--- config.mk ---
export PLATFORM = sky130hd
export DESIGN_NAME = sfp_module_control_status
export DESIGN_NICKNAME = d
export VERILOG_FILES = /design/src/sfp_ctl_pkg.sv /design/src/sfp_module_control_status.sv
export SDC_FILE = /design/constraint.sdc
export NUM_CORES = 1
export LEC_CHECK = 0
export ABC_CLOCK_PERIOD_IN_PS = 2050
export BUFFER_PORTS_ARGS = -buffer_cell sky130_fd_sc_hd__buf_2
export CAP_MARGIN = 30
export CORE_MARGIN = 1
export CORE_UTILIZATION = 50
export CTS_CLUSTER_DIAMETER = 200
export DETAILED_ROUTE_END_ITERATION = 8
export GPL_ROUTABILITY_DRIVEN = 0
export HOLD_SLACK_MARGIN = 0.06
export PLACE_DENSITY = 0.68
export SYNTH_ARGS = -nofsm -noshare
export SYNTH_HDL_FRONTEND = slang
export SYNTH_SLANG_ARGS = --single-unit
--- constraint.sdc ---
create_clock -name clk -period 2.05 [get_ports clk]
set_input_delay 0.3075 -clock clk [delete_from_list [all_inputs] [get_ports clk]]
set_output_delay 0.3075 -clock clk [all_outputs]
set_load 0.01 [all_outputs]
--- src/sfp_ctl_pkg.sv ---
// Shared types and constants for the module control and status block
package sfp_ctl_pkg;
  // Serial id memory geometry and two-wire protocol
  localparam int unsigned ID_DEPTH = 128;
  localparam int unsigned ID_AW = 7;
  localparam logic [6:0] DEV_ADDR = 7'h50;
  localparam logic [3:0] BIT_LAST = 4'h7;
  localparam logic [3:0] BIT_ACK = 4'h8;
  // Loss-of-signal filter: times in ns, counts derived from 5 ns clock
  localparam int unsigned CLK_NS = 5;
  localparam int unsigned LOS_ASSERT_NS = 2000;
  localparam int unsigned LOS_DEASSERT_NS = 1000;
  localparam int unsigned LOS_ASSERT_CYC = (LOS_ASSERT_NS + CLK_NS - 1) / CLK_NS;
  localparam int unsigned LOS_DEASSERT_CYC = LOS_DEASSERT_NS / CLK_NS;
  localparam int unsigned LOS_CW = 9;

  // Analogue sense inputs from the optical front end
  typedef struct packed {
    logic power_unsafe;
    logic supply_glitch;
    logic code_unbalanced;
    logic internal_fault;
  } safety_sense_t;

  // Two-wire pin triple, open drain
  typedef struct packed {
    logic din;
    logic dout;
    logic oe;
  } sda_pin_t;

  typedef enum logic [2:0] {
    TW_IDLE, TW_ADDR, TW_ADDR_ACK, TW_WORD, TW_WORD_ACK, TW_READ, TW_READ_ACK
  } tw_state_t;
endpackage : sfp_ctl_pkg

--- src/sfp_module_control_status.sv ---
// Module control and status: laser enable, eye safety, signal loss, serial id
`timescale 1ns/100ps
module sfp_module_control_status (
  input wire logic clk,
  input wire logic nrst,
  input wire logic tx_disable,
  input wire sfp_ctl_pkg::safety_sense_t sense,
  input wire logic rx_power_low,
  output logic laser_enable,
  output logic tx_fault,
  output logic receive_signal_lost,
  input wire logic scl,
  input wire logic sda_in,
  output logic sda_out,
  output logic sda_oe,
  input wire logic id_wr_en,
  input wire logic [6:0] id_wr_addr,
  input wire logic [7:0] id_wr_data
);
  import sfp_ctl_pkg::*;

  logic fault_latched;
  logic unsafe;
  logic [LOS_CW-1:0] los_cnt;
  logic [7:0] id_mem [ID_DEPTH];
  logic scl_q;
  logic sda_q;
  tw_state_t tw_state;
  logic [3:0] bit_cnt;
  logic [7:0] shreg;
  logic [ID_AW-1:0] ptr;
  logic rd_mode;
  logic nack_seen;

  assign unsafe = |sense;

  // Fault latch; sets only while tx_disable is low, so a trip during disable does not latch; tx_disable high clears it
  always_ff @(posedge clk or negedge nrst) begin
    if (!nrst) begin
      fault_latched <= 1'b0;
    end else if (unsafe && !tx_disable) begin
      fault_latched <= 1'b1;
    end else if (tx_disable) begin
      fault_latched <= 1'b0;
    end
  end

  always_ff @(posedge clk or negedge nrst) begin
    if (!nrst) begin
      laser_enable <= 1'b0;
      tx_fault <= 1'b0;
    end else begin
      laser_enable <= !tx_disable && !unsafe && !fault_latched;
      // Tracks the latch's next value, so a one-cycle disable pulse clears it at once
      tx_fault <= (fault_latched || unsafe) && !tx_disable;
    end
  end

  // Signal-lost with hysteresis so short dips do not flag a fault
  always_ff @(posedge clk or negedge nrst) begin
    if (!nrst) begin
      los_cnt <= '0;
      receive_signal_lost <= 1'b1;
    end else if (rx_power_low != receive_signal_lost) begin
      if (rx_power_low && los_cnt == LOS_CW'(LOS_ASSERT_CYC - 1)) begin
        receive_signal_lost <= 1'b1;
        los_cnt <= '0;
      end else if (!rx_power_low && los_cnt == LOS_CW'(LOS_DEASSERT_CYC - 1)) begin
        receive_signal_lost <= 1'b0;
        los_cnt <= '0;
      end else begin
        los_cnt <= los_cnt + 1'b1;
      end
    end else begin
      los_cnt <= '0;
    end
  end

  // Factory programming port for the id contents
  always_ff @(posedge clk) begin
    if (id_wr_en) begin
      id_mem[id_wr_addr] <= id_wr_data;
    end
  end

  // Two-wire pins treated as synchronous; edges seen against last sample
  always_ff @(posedge clk or negedge nrst) begin
    if (!nrst) begin
      scl_q <= 1'b1;
      sda_q <= 1'b1;
    end else begin
      scl_q <= scl;
      sda_q <= sda_in;
    end
  end

  wire scl_rise = scl && !scl_q;
  wire scl_fall = !scl && scl_q;
  wire start_c = scl && scl_q && sda_q && !sda_in;
  wire stop_c = scl && scl_q && !sda_q && sda_in;

  // Serial memory slave: random read via dummy write, sequential reads; written bytes are not stored, each is acked and reloads ptr
  always_ff @(posedge clk or negedge nrst) begin
    if (!nrst) begin
      tw_state <= TW_IDLE;
      bit_cnt <= '0;
      shreg <= '0;
      ptr <= '0;
      rd_mode <= 1'b0;
      nack_seen <= 1'b0;
      sda_out <= 1'b1;
      sda_oe <= 1'b0;
    end else if (start_c) begin
      tw_state <= TW_ADDR;
      bit_cnt <= '0;
      sda_oe <= 1'b0;
    end else if (stop_c) begin
      tw_state <= TW_IDLE;
      sda_oe <= 1'b0;
    end else begin
      unique case (tw_state)
        TW_IDLE: begin
          sda_oe <= 1'b0;
        end
        TW_ADDR, TW_WORD: begin
          if (scl_rise) begin
            shreg <= {shreg[6:0], sda_in};
            bit_cnt <= bit_cnt + 1'b1;
          end
          if (scl_fall && bit_cnt == BIT_ACK) begin
            bit_cnt <= '0;
            if (tw_state == TW_WORD) begin
              ptr <= shreg[ID_AW-1:0];
              sda_oe <= 1'b1;
              sda_out <= 1'b0;
              tw_state <= TW_WORD_ACK;
            end else if (shreg[7:1] == DEV_ADDR) begin
              rd_mode <= shreg[0];
              sda_oe <= 1'b1;
              sda_out <= 1'b0;
              tw_state <= TW_ADDR_ACK;
            end else begin
              tw_state <= TW_IDLE;
            end
          end
        end
        TW_ADDR_ACK, TW_WORD_ACK: begin
          if (scl_fall) begin
            if (tw_state == TW_ADDR_ACK && rd_mode) begin
              shreg <= id_mem[ptr];
              sda_out <= id_mem[ptr][7];
              sda_oe <= !id_mem[ptr][7];
              bit_cnt <= '0;
              tw_state <= TW_READ;
            end else begin
              sda_oe <= 1'b0;
              tw_state <= TW_WORD;
            end
          end
        end
        TW_READ: begin
          if (scl_fall) begin
            if (bit_cnt == BIT_LAST) begin
              sda_oe <= 1'b0;
              ptr <= ptr + 1'b1;
              tw_state <= TW_READ_ACK;
            end else begin
              bit_cnt <= bit_cnt + 1'b1;
              shreg <= {shreg[6:0], 1'b0};
              sda_out <= shreg[6];
              sda_oe <= !shreg[6];
            end
          end
        end
        TW_READ_ACK: begin
          if (scl_rise) begin
            nack_seen <= sda_in;
          end
          if (scl_fall) begin
            if (nack_seen) begin
              tw_state <= TW_IDLE;
            end else begin
              shreg <= id_mem[ptr];
              sda_out <= id_mem[ptr][7];
              sda_oe <= !id_mem[ptr][7];
              bit_cnt <= '0;
              tw_state <= TW_READ;
            end
          end
        end
      endcase
    end
  end

  a_laser_off_disable: assert property (@(posedge clk) disable iff (!nrst)
    tx_disable |=> !laser_enable) else $error("laser on while disabled");
  a_fault_on_unsafe: assert property (@(posedge clk) disable iff (!nrst)
    unsafe && !tx_disable |=> tx_fault && !laser_enable) else $error("unsafe without fault");
  a_fault_holds: assert property (@(posedge clk) disable iff (!nrst)
    tx_fault && !tx_disable |=> tx_fault) else $error("fault dropped without cycling");
  a_fault_clears: assert property (@(posedge clk) disable iff (!nrst)
    tx_disable [*2] ##1 !tx_disable && !unsafe |=> !tx_fault) else $error("fault not cleared");
  a_resume_tx: assert property (@(posedge clk) disable iff (!nrst)
    !tx_disable && !unsafe && !fault_latched |=> laser_enable) else $error("laser not resumed");
  a_los_filter: assert property (@(posedge clk) disable iff (!nrst)
    $rose(receive_signal_lost) |-> $past(rx_power_low, 3) && $past(rx_power_low, 1)) else $error("loss too fast");
  a_los_clear: assert property (@(posedge clk) disable iff (!nrst)
    $fell(receive_signal_lost) |-> !$past(rx_power_low)) else $error("loss cleared while low");
  a_sda_drive_low: assert property (@(posedge clk) disable iff (!nrst)
    sda_oe |-> !sda_out) else $error("sda driven high");
  c_fault_trip: cover property (@(posedge clk) disable iff (!nrst) $rose(tx_fault));
  c_fault_reset: cover property (@(posedge clk) disable iff (!nrst) $fell(tx_fault));
  c_los_set: cover property (@(posedge clk) disable iff (!nrst) $rose(receive_signal_lost));
  c_id_read: cover property (@(posedge clk) disable iff (!nrst) tw_state == TW_READ_ACK);
endmodule : sfp_module_control_status

==> results.toml <==
[clock_network]
cts_buffers = 104
clk_latency_ns = 0.68
cts_root_buf = "clkbuf_16"
cts_tree = "yes"
cts_sinks = 1065
h-tree-depth = 3
clk_path_buf_depth = 3
clk_pin_slew_ns = 0.07

[logic_synthesis]
syn-instance-count = 2169
ys_ff_latch = 1065
synth_ff_type = "edfxtp_1"
postSynth.asyncResetShare_pct = 3.85
synth_edf_count = 1024
yosysWarnings = 0
syn_nets = 2199
yosys.cell_types.count = 67
synth_area_um2 = 42500
syn_avg_cell_area_um2 = 19.6
ys_seq_area_share_pct = 74.7

[status]
status = "complete, but fails checks"
violations = "negative setup slack"

[global_routing]
grt-ovfl-total = 0
grt_usage_pct = 25.8
grt_max_degree = 129
grt_pass1_vias = 24000
grt_pass1_wl_mm = 161
antenna_found_initial = 3

[routing]
top_layer = "met5"
drt-met1-wl_mm = 43.2
avgRoutedWirePerCell_um = 28.4
vias = 23800
wl_mm = 110
drtAntennaViolNets = 0
drc_errors = 0
first_pass_iters = 6
met2RoutedLength_mm = 52.7
drtIter0Drc = 2916
met3_length_mm = 10.4
via_per_inst = 6.14

[finish]
syn2layout_area_growth_pct = 21.3
final_cell_mix = "1,024 x edfxtp_1, 395 x buf_4, 190 x mux4_2"
drive_above_1_share_pct = 35.2
multiInputGateArea_um2 = 10500
seqCellArea_um2 = 31800
fin_nets = 2688
final_common_cell = "edfxtp_1"
n_fill_cell = 5796

[sta]
final.setup.tns_ns = -6.31
setup_viol = 13
worst_pin_slew_ns = 0.819
post-route-period-util_pct = 134
fin_crit_ns = 2.74
max_slew_margin_pct = 45.4
hold_viol = 0
rsz0062_at_grt = "true"
layout_setup_ws_ns = -0.690
hold_ws_ns = 0.0995
fmax_ghz = 0.365
skew_ns = 0.0260
final_max_slew_viol_count = 0

[floorplan]
die_w_um = 294
rows = 106
start_util_pct = 50.7
num_io_pins = 31
die_y_um = 294
design.die.area_um2 = 86200
coreArea_um2 = 84000

[pwr]
p_per_area_nw_per_um2 = 1120
leakagePower_nw = 16.9
vdd_drop_max_mv = 0.874

[setup_path]
crit_fanout = 6
cp-end-kind = "register"
cp_data_arrival_time_ns = 3.29
critPathKind = "register to register"
rr_worst_depth = 10
required_ns = 2.60
startpoint_type = "register"

[placement]
portBuffers = 30
dp_hpwl_mm = 69.6

[run]
drv_cap = 0

[worst_hold_path]
hp-class = "input port to register"
worst_hold_path.num_cells = 1
## area by class of cell
| class | count | share of cell area, % |
|---|---|---|
| sequential | 1065 | 61.6 |
| multi-input combinational | 965 | 20.3 |
| timing repair buffer | 506 | 8.84 |
| clock buffer | 122 | 5.26 |
| tap | 1134 | 2.75 |
| clock inverter | 66 | 1.12 |
| inverter | 16 | 0.131 |
| antenna | 1 | 0.00485 |
## timing repair
item	4_1_cts	5_1_grt
endpoints found under the setup margin	24	22
gates cloned	4	1
hold buffers	9	2
pin swaps	26	15
gates resized for setup	114	64
endpoints found under the hold margin	53	2
buffers inserted	19	7
## kinds of logic (layout without fill, tap and decap cells)
logic type	after synthesis	count (layout)	share of synthesized area (%)
simple gates	336	336	3.61
fa+ha+maj	4	4	0.118
mux	356	356	15.1
other cells	0	1	0
xor+xnor	10	10	0.206
buf+inv	139	710	2.11
compound gates	259	259	4.17
flops	1065	1065	74.7
## critical path, cell delays in order, from the launching register on
cell	delay, ns
dfrtp_4	0.56
buf_12	0.19
buf_16	0.14
buf_12	0.11
buf_12	0.09
mux4_2	0.52
mux2i_1	0.19
o21ai_0	0.14
a21oi_2	0.27
o31a_1	0.30
o31ai_2	0.08
## cells in the mapped netlist (4+ instances only)
cell       count  area (µm²)
xor2_1         6        52.6
buf_4         17         128
ha_1           4        50.1
buf_2         28         140
a31oi_1       13        81.3
nand2_1       57         214
mux4_2       183        4120
a22oi_1       28         210
mux2_2        13         146
a211oi_1      22         165
o22ai_1       32         200
a22o_1         9        78.8
nor3_1        16        80.1
nand2b_1      10        62.6
o21ai_0       45         225
buf_6         22         248
nand4_1        9        56.3
edfxtp_1    1024       30700
a2111oi_0      5        43.8
clkbuf_1      44         165
a21oi_1       44         220
dfstp_2        4         105
or3_1          6        37.5
buf_12         6         120
and2_1         6        37.5
mux4_1        33         867
mux2i_1      127        1270
a221oi_1       6        52.6
dfrtp_1       37         926
inv_1         16        60.1
and3_1         4        25.0
buf_1          4        15.0
o31ai_1        6        45.0
nor2b_1       15        93.8
nand3_1       42         210
o221ai_1      20         175
nor2_1       155         582
xnor2_1        4        35.0
## worst paths after layout
check,endpoint,start,slack [ns]
max,shreg[0]$_DFFE_PN0P_,ptr[0]$_DFFE_PN0P_,-0.69
min,id_mem[104][3]$_DFFE_PP_,id_wr_data[3],0.1
max reg2reg,shreg[0]$_DFFE_PN0P_,ptr[0]$_DFFE_PN0P_,-0.69
min reg2reg,laser_enable$_DFF_PN0_,fault_latched$_DFFE_PN0P_,0.46
max in group asynchronous,ptr[2]$_DFFE_PN0P_,nrst,1.32
min in group asynchronous,los_cnt[8]$_DFF_PN0_,nrst,0.26
## report_power, final
group	internal, mW	switching, mW
combinational	6.97	7.97
sequential	24.1	0.397
clock	10.5	8.02
total	41.6	16.4
## state kept, by name, summed over array words and instances, names as in the netlist, 3 cells and up
signal and cells:
shreg 8, bit_cnt 4, los_cnt 9, tw_state 3
id_mem 1024, ptr 7
## metrics by stage
stage / worst slack, ns / util (%) / power [mW] / cells / cell area, µm²
2_1_floorplan: -0.124 / - / 31.8 / 2169 / 42600
6_report: -0.690 / 61.5 / 58.0 / 3875 / 51600
3_3_place_gp: -1.10 / 56.2 / 37.8 / 3652 / 47200
3_5_place_dp: -0.938 / 56.2 / 37.9 / 3653 / 47200
5_1_grt: -0.737 / 61.5 / 59.5 / 3875 / 51600
4_1_cts: -0.647 / 61.1 / 57.4 / 3870 / 51300
## per-layer routing
layer | vias up | track usage, %
met5 | - | 0
met4 | 2 | 8.47
met3 | 223 | 4.84
met2 | 1306 | 40.6
met1 | 12300 | 36.8
li1 | 9958 | -
Note: power is estimated with default switching activity, not from simulation.
